==> src/hdl/nvmpc_pkg.sv <==
// nvmpc_pkg: opcodes, field positions, defaults and states of the
// protection and configuration register bank.
// assumes a 22-bit byte address for the array and byte-wide registers.
package nvmpc_pkg;

  // link opcodes
  localparam logic [7:0] CMD_WR_ENABLE  = 8'h06;
  localparam logic [7:0] CMD_WR_DISABLE = 8'h04;
  localparam logic [7:0] CMD_DUAL_EN    = 8'h37;
  localparam logic [7:0] CMD_QUAD_EN    = 8'h38;
  localparam logic [7:0] CMD_SINGLE_EN  = 8'hFF;
  localparam logic [7:0] CMD_RD_STATUS  = 8'h05;
  localparam logic [7:0] CMD_RD_CFG1    = 8'h35;
  localparam logic [7:0] CMD_RD_CFG2    = 8'h3F;
  localparam logic [7:0] CMD_RD_CFG3    = 8'h44;
  localparam logic [7:0] CMD_RD_CFG4    = 8'h45;
  localparam logic [7:0] CMD_RD_CFGX    = 8'h46;
  localparam logic [7:0] CMD_RD_IDENT   = 8'h9F;
  localparam logic [7:0] CMD_RD_UNIQ    = 8'h4C;
  localparam logic [7:0] CMD_RD_SERIAL  = 8'hC3;
  localparam logic [7:0] CMD_RD_AUGPROT = 8'h14;
  localparam logic [7:0] CMD_WR_STATUS  = 8'h01;
  localparam logic [7:0] CMD_WR_CFGX    = 8'h87;
  localparam logic [7:0] CMD_WR_SERIAL  = 8'hC2;
  localparam logic [7:0] CMD_WR_AUGPROT = 8'h1A;

  // field positions
  localparam int STAT_HPE_BIT   = 7;
  localparam int STAT_SNP_BIT   = 6;
  localparam int STAT_TBS_BIT   = 5;
  localparam int LOCK_ARRAY_BIT = 2;
  localparam int LOCK_AUG_BIT   = 0;
  localparam int IFC_QUAD_BIT   = 6;
  localparam int IFC_DUAL_BIT   = 4;
  localparam int WRAP_EN_BIT    = 4;
  localparam logic [7:0] IFC_FLAG_MASK = 8'h50;

  // write-enable policy codes and read kinds
  localparam logic [1:0] WEP_SRAM  = 2'h1;
  localparam logic [1:0] WEP_B2B   = 2'h2;
  localparam logic [1:0] RK_BASIC  = 2'h0;
  localparam logic [1:0] RK_ANYREG = 2'h2;

  // latencies, wrap and block-protect codes
  localparam logic [3:0]  LAT_NONE   = 4'h0;
  localparam logic [3:0]  LAT_ANY_1  = 4'h8;
  localparam logic [3:0]  LAT_ANY_2  = 4'h4;
  localparam logic [3:0]  LAT_ANY_4  = 4'h2;
  localparam logic [2:0]  WRAP_RSVD  = 3'h7;
  localparam logic [21:0] WRAP_BASE  = 22'h000010;
  localparam logic [2:0]  BPF_NONE   = 3'h0;
  localparam logic [2:0]  BPF_ALL    = 3'h7;

  // factory defaults of the nonvolatile bytes
  localparam logic [5:0]  STAT_NV_DFLT = 6'h00;
  localparam logic [7:0]  CFG_DFLT     = 8'h00;
  localparam logic [7:0]  AUGP_DFLT    = 8'h00;
  localparam logic [63:0] SERIAL_DFLT  = 64'h0;

  // identity; maker code and unique value are arbitrary
  localparam logic [7:0]  MAKER_CODE   = 8'h5A;
  localparam logic [23:0] IDENT_CONFIG = 24'h010601;
  localparam logic [63:0] UNIQ_VALUE   = 64'h13579BDF2468ACE0;

  typedef enum logic [1:0] {
    PH_CMD   = 2'b00,
    PH_WRITE = 2'b01,
    PH_READ  = 2'b10,
    PH_DONE  = 2'b11
  } nvmpc_phase_t;

endpackage : nvmpc_pkg

==> src/hdl/nvmpc_regs.sv <==
// nvmpc_regs: register bank behind the serial link, plus the protection,
// latency and address checks used by the array access logic.
// assumes sck, cs and io come from the host and are oversampled by mclk.
`timescale 1ns/1ps
module nvmpc_regs
  import nvmpc_pkg::*;
(
  // clock, reset, factory load of the nonvolatile bytes
  input  wire logic        mclk_in,
  input  wire logic        rst_in,
  input  wire logic        factory_init_in,
  // serial link pins
  input  wire logic        sck_in,
  input  wire logic        cs_n_in,
  input  wire logic        wp_n_in,
  input  wire logic [3:0]  io_in,
  output logic      [3:0]  io_data_out,
  output logic      [3:0]  io_oe_out,
  // array access side
  input  wire logic [21:0] acc_addr_in,
  input  wire logic        acc_aug_in,
  input  wire logic        acc_read_in,
  input  wire logic [1:0]  acc_rd_kind_in,
  input  wire logic        acc_wr_req_in,
  output logic             acc_protected_out,
  output logic             acc_wr_grant_out,
  output logic      [3:0]  acc_latency_out,
  output logic      [21:0] acc_next_addr_out,
  // interface mode
  output logic             quad_mode_flag_out,
  output logic             dual_mode_flag_out
);

  logic [2:0]   sck_p;
  logic [2:0]   cs_p;
  logic [3:0]   io_m;
  logic [3:0]   io_s;
  logic         wp_m;
  logic         wp_s;
  nvmpc_phase_t phase_r;
  nvmpc_phase_t phase_dec;
  logic [7:0]   rx_r;
  logic [7:0]   rx_nxt;
  logic [3:0]   cnt_r;
  logic [3:0]   cnt_nxt;
  logic [3:0]   step_c;
  logic [7:0]   cmd_r;
  logic [3:0]   idx_r;
  logic [7:0]   tx_r;
  logic [7:0]   tx_src;
  logic [7:0]   rd_byte;
  logic [2:0]   ocnt_r;
  logic         wr_ok_r;
  logic         wr_ok_nxt;
  logic         write_enable_latch_r;
  logic         reg_wr_seen_r;
  logic         arr_clr_r;
  logic [5:0]   status_nv_r;
  logic [7:0]   protection_lock_config_r;
  logic [7:0]   interface_latency_config_r;
  logic [7:0]   drive_wrap_config_r;
  logic [7:0]   write_enable_policy_config_r;
  logic [7:0]   aug_area_section_protect_r;
  logic [63:0]  user_serial_number_r;
  logic [31:0]  device_identification;
  logic [31:0]  cfg_all;
  logic [7:0]   status_c;
  logic [7:0]   ifc_c;
  logic [5:0]   bmask;
  logic         prot_c;
  logic         wel_ok;
  logic [21:0]  wmask;
  logic [21:0]  addr_inc;
  logic         sck_rise;
  logic         sck_fall;
  logic         cs_rise;
  logic         byte_done;
  logic         cmd_done;
  logic         wr_byte;
  logic         tx_load;
  logic         hw_prot;

  ////////////////////////////////////////////////////////////////////////
  // pin synchronisers; third stage only for edge detection
  always_ff @(posedge mclk_in) begin
    if (rst_in) begin
      sck_p <= 3'h0;
      cs_p  <= 3'h7;
      io_m  <= 4'h0;
      io_s  <= 4'h0;
      wp_m  <= 1'b1;
      wp_s  <= 1'b1;
    end else begin
      sck_p <= {sck_p[1:0], sck_in};
      cs_p  <= {cs_p[1:0], cs_n_in};
      io_m  <= io_in;
      io_s  <= io_m;
      wp_m  <= wp_n_in;
      wp_s  <= wp_m;
    end
  end

  assign sck_rise  = sck_p[1] & ~sck_p[2] & ~cs_p[1];
  assign sck_fall  = ~sck_p[1] & sck_p[2] & ~cs_p[1];
  assign cs_rise   = cs_p[1] & ~cs_p[2];
  assign hw_prot   = ~wp_s & status_nv_r[STAT_HPE_BIT - 2];
  assign step_c    = quad_mode_flag_out ? 4'h4 : (dual_mode_flag_out ? 4'h2 : 4'h1);
  assign cnt_nxt   = cnt_r + step_c;
  assign byte_done = sck_rise && (cnt_nxt == 4'h8);
  assign cmd_done  = byte_done && (phase_r == PH_CMD);
  assign wr_byte   = byte_done && (phase_r == PH_WRITE) && wr_ok_r;
  assign tx_load   = sck_fall && (phase_r == PH_READ) && (ocnt_r == 3'h0);

  always_comb begin
    if (quad_mode_flag_out) rx_nxt = {rx_r[3:0], io_s};
    else if (dual_mode_flag_out) rx_nxt = {rx_r[5:0], io_s[1:0]};
    else rx_nxt = {rx_r[6:0], io_s[0]};
  end

  always_comb begin
    case (rx_nxt)
      CMD_WR_STATUS, CMD_WR_CFGX, CMD_WR_SERIAL, CMD_WR_AUGPROT: phase_dec = PH_WRITE;
      CMD_RD_STATUS, CMD_RD_CFG1, CMD_RD_CFG2, CMD_RD_CFG3, CMD_RD_CFG4,
      CMD_RD_CFGX, CMD_RD_IDENT, CMD_RD_UNIQ, CMD_RD_SERIAL,
      CMD_RD_AUGPROT: phase_dec = PH_READ;
      default: phase_dec = PH_DONE;
    endcase
  end

  // register writes need the latch; hardware protection blocks all but the serial write, which the SNP bit blocks
  always_comb begin
    wr_ok_nxt = write_enable_latch_r;
    if (hw_prot && rx_nxt != CMD_WR_SERIAL) wr_ok_nxt = 1'b0;
    if (rx_nxt == CMD_WR_SERIAL && status_nv_r[STAT_SNP_BIT - 2]) wr_ok_nxt = 1'b0;
  end

  ////////////////////////////////////////////////////////////////////////
  // frame sequencing; chip select high restarts the frame
  always_ff @(posedge mclk_in) begin
    if (rst_in || cs_p[1]) begin
      phase_r <= PH_CMD;
      cnt_r   <= 4'h0;
      idx_r   <= 4'h0;
      rx_r    <= 8'h00;
      cmd_r   <= 8'h00;
      wr_ok_r <= 1'b0;
    end else begin
      if (sck_rise) begin
        rx_r  <= rx_nxt;
        cnt_r <= byte_done ? 4'h0 : cnt_nxt;
      end
      if (cmd_done) begin
        cmd_r   <= rx_nxt;
        phase_r <= phase_dec;
        wr_ok_r <= wr_ok_nxt;
      end else if (((byte_done && phase_r == PH_WRITE) || tx_load) && idx_r != 4'hF) begin
        idx_r <= idx_r + 4'h1;
      end
    end
  end

  ////////////////////////////////////////////////////////////////////////
  // interface mode flags, volatile
  always_ff @(posedge mclk_in) begin
    if (rst_in) begin
      quad_mode_flag_out <= 1'b0;
      dual_mode_flag_out <= 1'b0;
    end else if (cmd_done) begin
      if (rx_nxt == CMD_QUAD_EN) begin
        quad_mode_flag_out <= 1'b1;
        dual_mode_flag_out <= 1'b0;
      end else if (rx_nxt == CMD_DUAL_EN) begin
        quad_mode_flag_out <= 1'b0;
        dual_mode_flag_out <= 1'b1;
      end else if (rx_nxt == CMD_SINGLE_EN) begin
        quad_mode_flag_out <= 1'b0;
        dual_mode_flag_out <= 1'b0;
      end
    end
  end

  // write-enable latch and the frame-end clear requests
  always_ff @(posedge mclk_in) begin
    if (rst_in) begin
      write_enable_latch_r <= 1'b0;
      reg_wr_seen_r        <= 1'b0;
    end else begin
      if (cmd_done && rx_nxt == CMD_WR_ENABLE) write_enable_latch_r <= 1'b1;
      else if (cmd_done && rx_nxt == CMD_WR_DISABLE) write_enable_latch_r <= 1'b0;
      else if (cs_rise && (reg_wr_seen_r || arr_clr_r)) write_enable_latch_r <= 1'b0;
      if (cs_rise) reg_wr_seen_r <= 1'b0;
      else if (cmd_done && phase_dec == PH_WRITE) reg_wr_seen_r <= 1'b1;
    end
  end

  ////////////////////////////////////////////////////////////////////////
  // nonvolatile bytes: untouched by rst_in, loaded only by factory init
  always_ff @(posedge mclk_in) begin
    if (factory_init_in) begin
      status_nv_r                  <= STAT_NV_DFLT;
      protection_lock_config_r     <= CFG_DFLT;
      interface_latency_config_r   <= CFG_DFLT;
      drive_wrap_config_r          <= CFG_DFLT;
      write_enable_policy_config_r <= CFG_DFLT;
      aug_area_section_protect_r   <= AUGP_DFLT;
      user_serial_number_r         <= SERIAL_DFLT;
    end else if (wr_byte) begin
      case (cmd_r)
        CMD_WR_STATUS: if (idx_r == 4'h0) begin
          status_nv_r[5:4] <= rx_nxt[7:6];
          if (!protection_lock_config_r[LOCK_ARRAY_BIT])
            status_nv_r[3:0] <= rx_nxt[5:2];
        end
        CMD_WR_CFGX: case (idx_r)
          4'h0: protection_lock_config_r <= rx_nxt;
          4'h1: interface_latency_config_r <= rx_nxt & ~IFC_FLAG_MASK;
          4'h2: drive_wrap_config_r <= rx_nxt;
          4'h3: write_enable_policy_config_r <= rx_nxt;
          default: ;
        endcase
        CMD_WR_SERIAL: if (idx_r < 4'h8)
          user_serial_number_r[{~idx_r[2:0], 3'b000} +: 8] <= rx_nxt;
        CMD_WR_AUGPROT: if (idx_r == 4'h0)
          aug_area_section_protect_r <= rx_nxt;
        default: ;
      endcase
    end
  end

  ////////////////////////////////////////////////////////////////////////
  // read data
  assign status_c = {status_nv_r, write_enable_latch_r, 1'b0};
  assign ifc_c    = interface_latency_config_r & ~IFC_FLAG_MASK |
                    {1'b0, quad_mode_flag_out, 1'b0, dual_mode_flag_out, 4'h0};
  assign cfg_all  = {protection_lock_config_r, ifc_c, drive_wrap_config_r,
                     write_enable_policy_config_r};
  assign device_identification = {MAKER_CODE, IDENT_CONFIG};

  always_comb begin
    rd_byte = 8'h00;
    case (cmd_r)
      CMD_RD_STATUS:  if (idx_r == 4'h0) rd_byte = status_c;
      CMD_RD_CFG1:    if (idx_r == 4'h0) rd_byte = protection_lock_config_r;
      CMD_RD_CFG2:    if (idx_r == 4'h0) rd_byte = ifc_c;
      CMD_RD_CFG3:    if (idx_r == 4'h0) rd_byte = drive_wrap_config_r;
      CMD_RD_CFG4:    if (idx_r == 4'h0) rd_byte = write_enable_policy_config_r;
      CMD_RD_AUGPROT: if (idx_r == 4'h0) rd_byte = aug_area_section_protect_r;
      CMD_RD_CFGX:    if (idx_r < 4'h4) rd_byte = cfg_all[{~idx_r[1:0], 3'b000} +: 8];
      CMD_RD_IDENT:   if (idx_r < 4'h4)
        rd_byte = device_identification[{~idx_r[1:0], 3'b000} +: 8];
      CMD_RD_UNIQ:    if (idx_r < 4'h8) rd_byte = UNIQ_VALUE[{~idx_r[2:0], 3'b000} +: 8];
      CMD_RD_SERIAL:  if (idx_r < 4'h8)
        rd_byte = user_serial_number_r[{~idx_r[2:0], 3'b000} +: 8];
      default: rd_byte = 8'h00;
    endcase
  end

  assign tx_src = tx_load ? rd_byte : tx_r;

  // data leaves msb first on falling sck
  always_ff @(posedge mclk_in) begin
    if (rst_in || cs_p[1]) begin
      io_data_out <= 4'h0;
      io_oe_out   <= 4'h0;
      tx_r        <= 8'h00;
      ocnt_r      <= 3'h0;
    end else if (sck_fall && phase_r == PH_READ) begin
      ocnt_r <= ocnt_r + step_c[2:0];
      tx_r   <= tx_src << step_c;
      if (quad_mode_flag_out) begin
        io_data_out <= tx_src[7:4];
        io_oe_out   <= 4'hF;
      end else if (dual_mode_flag_out) begin
        io_data_out <= {2'b00, tx_src[7:6]};
        io_oe_out   <= 4'h3;
      end else begin
        io_data_out <= {2'b00, tx_src[7], 1'b0};
        io_oe_out   <= 4'h2;
      end
    end
  end

  ////////////////////////////////////////////////////////////////////////
  // array access checks
  assign bmask    = 6'h3F << (status_nv_r[2:0] - 3'h1);
  assign wmask    = (WRAP_BASE << drive_wrap_config_r[2:0]) - 22'h000001;
  assign addr_inc = acc_addr_in + 22'h000001;
  assign wel_ok   = (write_enable_policy_config_r[1:0] == WEP_SRAM) || write_enable_latch_r;

  always_comb begin
    if (acc_aug_in)
      prot_c = protection_lock_config_r[LOCK_AUG_BIT] ||
               aug_area_section_protect_r[acc_addr_in[8:6]];
    else if (status_nv_r[2:0] == BPF_NONE) prot_c = 1'b0;
    else if (status_nv_r[2:0] == BPF_ALL) prot_c = 1'b1;
    else if (status_nv_r[STAT_TBS_BIT - 2]) prot_c = (acc_addr_in[21:16] & bmask) == 6'h00;
    else prot_c = (acc_addr_in[21:16] & bmask) == bmask;
  end

  always_ff @(posedge mclk_in) begin
    if (rst_in) begin
      acc_protected_out <= 1'b0;
      acc_wr_grant_out  <= 1'b0;
      acc_latency_out   <= LAT_NONE;
      acc_next_addr_out <= 22'h000000;
      arr_clr_r         <= 1'b0;
    end else begin
      acc_protected_out <= prot_c;
      acc_wr_grant_out  <= acc_wr_req_in && !prot_c && wel_ok;
      // a write request seen with the latch set arms the clear outside the SRAM and B2B policies, even one that protection refuses
      if (acc_wr_req_in && write_enable_latch_r &&
          write_enable_policy_config_r[1:0] != WEP_SRAM &&
          write_enable_policy_config_r[1:0] != WEP_B2B) arr_clr_r <= 1'b1;
      else if (cs_rise) arr_clr_r <= 1'b0;
      if (acc_rd_kind_in == RK_BASIC) acc_latency_out <= LAT_NONE;
      else if (acc_rd_kind_in != RK_ANYREG)
        acc_latency_out <= interface_latency_config_r[3:0];
      else if (quad_mode_flag_out) acc_latency_out <= LAT_ANY_4;
      else if (dual_mode_flag_out) acc_latency_out <= LAT_ANY_2;
      else acc_latency_out <= LAT_ANY_1;
      if (acc_read_in && drive_wrap_config_r[WRAP_EN_BIT] &&
          drive_wrap_config_r[2:0] != WRAP_RSVD)
        acc_next_addr_out <= (acc_addr_in & ~wmask) | (addr_inc & wmask);
      else acc_next_addr_out <= addr_inc;
    end
  end

  ////////////////////////////////////////////////////////////////////////
  // checks
  quad_any_lat_a:
    assert property (@(posedge mclk_in) disable iff (rst_in)
      acc_rd_kind_in == RK_ANYREG && quad_mode_flag_out |=> acc_latency_out == 4'h2)
    else $error("read-any latency in quad mode not 2");
  basic_lat_a:
    assert property (@(posedge mclk_in) disable iff (rst_in)
      acc_rd_kind_in == RK_BASIC |=> acc_latency_out == 4'h0)
    else $error("basic read latency not zero");
  aug_lock_a:
    assert property (@(posedge mclk_in) disable iff (rst_in)
      acc_aug_in && protection_lock_config_r[LOCK_AUG_BIT] |=> acc_protected_out)
    else $error("locked augmented area not protected");
  all_blocks_a:
    assert property (@(posedge mclk_in) disable iff (rst_in)
      !acc_aug_in && status_nv_r[2:0] == 3'h7 |=> acc_protected_out)
    else $error("full block protect missed");
  roll_over_a:
    assert property (@(posedge mclk_in) disable iff (rst_in)
      !acc_read_in && acc_addr_in == 22'h3FFFFF |=> acc_next_addr_out == 22'h000000)
    else $error("address did not roll to zero");
  sram_grant_a:
    assert property (@(posedge mclk_in) disable iff (rst_in)
      acc_wr_req_in && !prot_c && write_enable_policy_config_r[1:0] == 2'h1
      |=> acc_wr_grant_out)
    else $error("sram policy write refused");
  reg_wel_clr_a:
    assert property (@(posedge mclk_in) disable iff (rst_in)
      cs_rise && reg_wr_seen_r |=> !write_enable_latch_r)
    else $error("latch kept after register write");
  hw_block_a:
    assert property (@(posedge mclk_in) disable iff (rst_in || factory_init_in)
      phase_r == PH_WRITE && cmd_r == CMD_WR_STATUS && hw_prot |=> $stable(status_nv_r))
    else $error("status changed under hardware protect");
  single_mode_a:
    assert property (@(posedge mclk_in) disable iff (rst_in)
      cmd_done && rx_nxt == CMD_SINGLE_EN |=> !quad_mode_flag_out && !dual_mode_flag_out)
    else $error("mode flags not cleared");

endmodule : nvmpc_regs

==> config.mk <==
export PLATFORM = sky130hd
export DESIGN_NAME = nvmpc_regs
export DESIGN_NICKNAME = d
export VERILOG_FILES = /design/src/hdl/nvmpc_pkg.sv /design/src/hdl/nvmpc_regs.sv
export SDC_FILE = /design/constraint.sdc
export NUM_CORES = 1
export LEC_CHECK = 0
export BUFFER_PORTS_ARGS = -buffer_cell sky130_fd_sc_hd__clkbuf_2
export CAP_MARGIN = 20
export CORE_MARGIN = 3
export CORE_UTILIZATION = 64
export CTS_BUF_LIST = sky130_fd_sc_hd__clkbuf_4 sky130_fd_sc_hd__clkbuf_8 sky130_fd_sc_hd__clkbuf_16
export CTS_CLUSTER_SIZE = 25
export DETAILED_ROUTE_END_ITERATION = 7
export PLACE_DENSITY = 0.95
export SETUP_SLACK_MARGIN = 0.3
export SLEW_MARGIN = 10
export SYNTH_ARGS = -nofsm -noshare
export SYNTH_HDL_FRONTEND = slang
export SYNTH_SLANG_ARGS = --single-unit
==> constraint.sdc <==
create_clock -name mclk_in -period 8.4 [get_ports mclk_in]
set_clock_uncertainty 0.2 [all_clocks]
set_input_delay 0 -clock mclk_in [delete_from_list [all_inputs] [get_ports mclk_in]]
set_output_delay 0 -clock mclk_in [all_outputs]
set_load 0.01 [all_outputs]
# Yosys cells after proc, flatten, opt, wreduce, memory -nomap -nowiden
# Index checks and enable logic that the tools add are counted.
[word_totals] ff_bits=202 wordCells=216 in_bits=37 output_inout_bits=38
[op_classes] magnitude_cmp=3 mux=45 n_bitwise=21 n_reduce_logical=49 add_sub_neg=7 n_shift=9 eq_ne=49
[op_table] cell="$mux W8" n=13
[op_table] cell="$pmux W8 S10" n=1
[op_table] cell="$eq A8 B8 Y1 const B" n=9
[op_table] cell="$bwmux W64" n=1
[op_table] cell="$eq A8 B7 Y1 const B" n=8
[op_table] cell="$shift A8 B8 Y64 const A" n=1
[op_table] cell="$shiftx A64 B7 Y8" n=1
[op_table] cell="$shiftx A64 B7 Y8 const A" n=1
[op_table] cell="$shiftx A8 B8 Y64" n=1
[op_table] cell="$eq A8 B6 Y1 const B" n=6
[op_table] cell="$and A22 B22 Y22" n=2
[op_table] cell="$eq A8 B3 Y1 const B" n=4
[op_table] cell="$eq A8 B5 Y1 const B" n=4
[op_table] cell="$shiftx A32 B6 Y8" n=1
[op_table] cell="$shiftx A32 B6 Y8 const A" n=1
[op_table] cell="$mux W4" n=6
[op_table] cell="$add A22 B1 Y22 const B" n=1
[op_table] cell="$mux W22" n=1
[op_table] cell="$not A22 Y22" n=1
[op_table] cell="$or A22 B22 Y22" n=1
[op_table] cell="$shl A5 B3 Y22 const A" n=1
[op_table] cell="$sub A22 B1 Y22 const B" n=1
[op_table] cell="$reduce_and A3 Y1" n=7
[op_table] cell="$logic_and A1 B1 Y1" n=20
[op_table] cell="other kinds (47)" n=90

# Longest topological paths before layout
[logic_depth] ltp_word=11 depth_mapped=11

# Least setup slack after synthesis
# Ideal clock, no wire load.
[synth_timing] path_type="register to register" from="reg idx_r[1]" to="reg user_serial_number_r[62]" t_required_ns=8.072 setup_time_ns=0.128 path_stages_with_launch=11 path_buffers=2 arrival_ns=2.844 path_slack_ns=5.228 path_cell_list="dfxtp_1 -> clkbuf_1 -> clkbuf_1 -> inv_1 -> ha_1 -> or4_1 -> nor2_1 -> nand2_1 -> nor3_4 -> mux2i_1 -> nor2_1"
[synth_between] elab_chain_len=4
[synth_lines] element="from (decl)" line="nvmpc_regs.sv:48" rtl="logic [3:0] idx_r;"
[synth_lines] element="from (signal assigned)" line="nvmpc_regs.sv:157" rtl="idx_r <= idx_r + 4'h1;"
[synth_lines] element="$not A3 Y3" line="nvmpc_regs.sv:222" rtl="user_serial_number_r[{~idx_r[2:0], 3'b000} +: 8] <= rx_nxt;"
[synth_lines] element="$neg A6 Y8" line="nvmpc_regs.sv:222"
[synth_lines] element="$shiftx A8 B8 Y64 / $shift A8 B8 Y64 (equally long branches)" line="nvmpc_regs.sv:222"
[synth_lines] element="$bwmux W64" line="nvmpc_regs.sv:222"
[synth_lines] element="to (signal, indexed assignment)" line="nvmpc_regs.sv:222"
[synth_lines] element="to (decl)" line="nvmpc_regs.sv:64" rtl="logic [63:0] user_serial_number_r;"
# Several ways; a longest one is shown, not always the timed one.
# A chain may end at the register's enable or synchronous reset.

# Worst setup path in the final report
[layout_timing] from="reg quad_mode_flag_out" to="reg protection_lock_config_r[3]"
[layout_between] elab_chain_len=7
[layout_lines] element="from (decl)" line="nvmpc_regs.sv:30" rtl="output logic quad_mode_flag_out,"
[layout_lines] element="from (signal assigned)" line="nvmpc_regs.sv:166" rtl="quad_mode_flag_out <= 1'b0;"
[layout_lines] element="from (signal assigned)" line="nvmpc_regs.sv:170" rtl="quad_mode_flag_out <= 1'b1;"
[layout_lines] element="from (signal assigned)" line="nvmpc_regs.sv:173" rtl="quad_mode_flag_out <= 1'b0;"
[layout_lines] element="$mux W3" line="nvmpc_regs.sv:107" rtl="assign step_c = quad_mode_flag_out ? 4'h4 : (dual_mode_flag_out ? 4'h2 : 4'h1);"
[layout_lines] element="$add A4 B3 Y4" line="nvmpc_regs.sv:108" rtl="assign cnt_nxt = cnt_r + step_c;"
[layout_lines] element="$eq A4 B4 Y1" line="nvmpc_regs.sv:109" rtl="assign byte_done = sck_rise && (cnt_nxt == 4'h8);"
[layout_lines] element="$logic_and A1 B1 Y1" line="nvmpc_regs.sv:109"
[layout_lines] element="$logic_and A1 B1 Y1 (2 in a row)" line="nvmpc_regs.sv:111" rtl="assign wr_byte = byte_done && (phase_r == PH_WRITE) && wr_ok_r;"
[layout_lines] element="$reduce_and A3 Y1 (no source line)"
[layout_lines] element="to (signal assigned)" line="nvmpc_regs.sv:215" rtl="4'h0: protection_lock_config_r <= rx_nxt;"
[layout_lines] element="to (decl)" line="nvmpc_regs.sv:59" rtl="logic [7:0] protection_lock_config_r;"
# Several ways; a longest one is shown, not always the timed one.

==> impl_metrics.csv <==
group,metric,value,unit
outcome,outcome,"finished, violations left",
outcome,violations,"design-rule violations",
power,power_density,168,nW/µm²
logic_synthesis,syn_area,10400,µm²
placed_design,placed_area,10800,µm²
final_layout,filler_cell_count,966,
clock_tree,insertion_delay,520,ps
logic_synthesis,synth_edf_count,0,
clock_tree,cts_tree,"yes",
power,p_leak,4.56,nW
sta,setup_tns,0,ps
floorplanning,core-area,15500,µm²
critical_path,start_kind,"register",
logic_synthesis,synth_cell_types,84,
logic_synthesis,syn_area_per_cell,8.96,µm²
critical_path,crit_type,"reg2reg",
placed_design,portBuffers,74,
critical_path,crit_fanout,30,
sta,hold_violations,0,
logic_synthesis,synth_ff_type,"dfxtp_1",
logic_synthesis,synthCells,1157,
sta,rsz0062_at_grt,"no",
global_routing,grt_start_max_net_pins,109,
placed_design,pre_cts_slack,4560,ps
placed_design,finalWeightedCongestion,0.961,
clock_tree,cts_max_level,1,
logic_synthesis,yosysTopAreaCell,"dfxtp_1",
critical_path,arrival,4110,ps
logic_synthesis,synth_top_area_share,38.8,%
sta,slew_viol_final,0,
logic_synthesis,yosysWarningCount,0,
clock_tree,clk_pin_slew_worst_paths,80,ps
logic_synthesis,synthTopCellsByArea,"dfxtp_1, mux2i_1, nor2_1, mux4_2, nand2_1",
power,peakVddDrop,0.136,mV
worst_hold_path,hp-class,"in2reg",
routing,dr_total_vias,10100,
routing,drtIter0Drc,1560,
logic_synthesis,synth_fp_nets,1212,
logic_synthesis,synth_seq_area_share,38.8,%
sta,relSlewSlack,22.8,%
routing,drc,3,
sta,setup_viol,0,
routing,routed_wl,33700,µm
clock_tree,clockRootBuffer,"clkbuf_16",
floorplanning,die-area,17800,µm²
power,total_power,2.03,mW
final_layout,finish.instance_area,12100,µm²
routing,via_per_inst,6.82,
sta,worst_slew_pin_slew,1160,ps
global_routing,track_usage,37.3,%
final_layout,drive_gt1_share,15.1,%
final_layout,seqCellArea,4020,µm²
floorplanning,row_count,45,
global_routing,antenna_found_initial,1,
critical_path,worst_ep_required_time,8540,ps
floorplanning,io_pins,75,
final_layout,syn2layout_area_growth,16.3,%
placed_design,dp_hpwl,19400,µm
global_routing,overflow,0,
routing,firstDrtPassIters,8,
logic_synthesis,synthArstFlopShare,0,%
sta,holdWs,44.7,ps
floorplanning,die_w,133,µm
final_layout,multi_input_comb_area,5930,µm²
clock_tree,post_cts.repair.setup_buffers,0,
sta,min_period,3980,ps
global_routing,grt_pass1_vias,9918,
job,maxCapViolations,0,
critical_path,cp-end-kind,"register",
logic_synthesis,ys_ff_latch,201,
floorplanning,start_util,66.7,%
global_routing,grt_first_pass_wirelength,53500,µm
routing,detail-route-antenna-nets,0,
routing,wire_per_inst,22.9,µm
final_layout,fin_nets,1303,
sta,post-route-period-util,47.3,%
sta,clock.fmax,252,MHz
clock_tree,numCtsBuffers,21,
clock_tree,clock_path_buffers,3,
floorplanning,die_h,133,µm
sta,setup_ws,4420,ps
clock_tree,cts_sinks,201,
==> final timing paths <==
path / cells after the start / from / slack [ps] / end
worst min register to register: 1 / wp_m / 210 / wp_s
worst max-delay path: 9 / quad_mode_flag_out / 4420 / protection_lock_config_r[3]
worst min-delay path: 3 / acc_addr_in[0] / 40 / acc_next_addr_out[0]
worst max register to register: 9 / quad_mode_flag_out / 4420 / protection_lock_config_r[3]
==> registers in the layout, indices dropped and copies added (netlist names), 2 cells and up <==
register                      count
sck_p                             3
phase_r                           2
io_data_out                       4
protection_lock_config_r          8
cnt_r                             4
io_s                              4
write_enable_policy_config_r      8
io_oe_out                         3
acc_next_addr_out                22
ocnt_r                            3
rx_r                              7
tx_r                              8
acc_latency_out                   4
idx_r                             4
aug_area_section_protect_r        8
cmd_r                             8
cs_p                              3
user_serial_number_r             64
io_m                              4
drive_wrap_config_r               8
interface_latency_config_r        6
status_nv_r                       6
==> critical path: stages, from the launching register on <==
cell and delay, ps:
dfxtp_1 310, buf_4 320, nor2_1 250, ha_1 270, maj3_2 330, a21oi_4 250
mux2i_4 910, or4_1 610, mux2i_1 290, nor2_1 60
==> synthesized netlist by cell type (6+ instances only) <==
master,n
a211oi_1,10
a21oi_1,51
a22oi_1,16
a31oi_1,6
and2_1,6
and3_1,14
buf_1,6
buf_2,9
clkbuf_1,57
dfxtp_1,201
ha_1,17
inv_1,25
mux2i_1,120
mux4_2,26
nand2_1,103
nand2b_1,6
nand3_1,33
nand4_1,10
nor2_1,181
nor2b_1,26
nor3_1,20
nor3_4,7
nor3b_1,7
nor4_1,10
nor4b_1,6
o211ai_1,8
o21ai_0,34
o22ai_1,6
or2_2,6
or3_1,12
or4_1,7
xnor2_1,11
xor2_1,14
==> through the flow <==
step,utilization (%),instances
after detailed placement,69.5,1382
after global routing,77.6,1474
after floorplan,-,1157
final,77.6,1474
after global placement,69.5,1382
after CTS,77.6,1473
==> cells by family (layout without fill, tap and decap cells) <==
family	after synthesis	after routing	synth area share, %
simple gates	478	478	23.4
flops	201	201	38.8
compound gates	179	179	11.3
mux	152	152	18.0
buf+inv	103	208	4.05
xor+xnor	25	25	2.11
fa+ha+maj	19	19	2.35
other cells	0	1	0
==> area by class of cell <==
class,instances,area share (%)
antenna,1,0.0207
clock buffer,25,4.76
clock inverter,12,1.15
inverter,27,0.840
multi-input combinational,853,49.1
sequential,201,33.4
tap,211,2.19
timing repair buffer,144,8.55
==> per-layer routing <==
metal	track usage [%]	vias to the layer above	part of all wire, %
li1	-	4313	-
met1	44.5	4664	35
met2	60.3	821	46
met3	10.2	260	11
met4	22.4	0	7.4
met5	0	-	0
==> cells in the final DEF, fill, tap and decap left out, drive strengths merged, types with 4 or more instances in the layout <==
master,count
a211oi,10
nand2b,6
dlygate4sd3,54
a32oi,4
and2,6
nor4b,7
o21ai,37
or2,6
nor3b,7
a221oi,5
mux2,5
o22ai,6
mux2i,121
mux4,26
buf,17
clkbuf,98
xnor2,11
or4,7
a31oi,6
nand3,33
nand3b,5
ha,17
o211ai,8
or3,12
clkinv,9
nor2,182
dfxtp,201
a21oi,52
nand4,10
nor3,28
nand2,103
inv,27
o31ai,5
and3,14
nor2b,27
nor4,13
xor2,14
a22oi,16
==> report_power, final <==
group	internal (mW)	switching, mW
registers	0.963	0.00684
logic	0.0374	0.0481
clock network	0.580	0.396
==> repair_timing <==
| item | 4_1_cts | 5_1_grt |
|---|---|---|
| hold buffers | 54 | 0 |
| endpoints found under the hold margin | 36 | 0 |
| setup endpoints to repair | 0 | 0 |
| gates resized for setup | 0 | 0 |
Power figures use the tool's default switching activity.
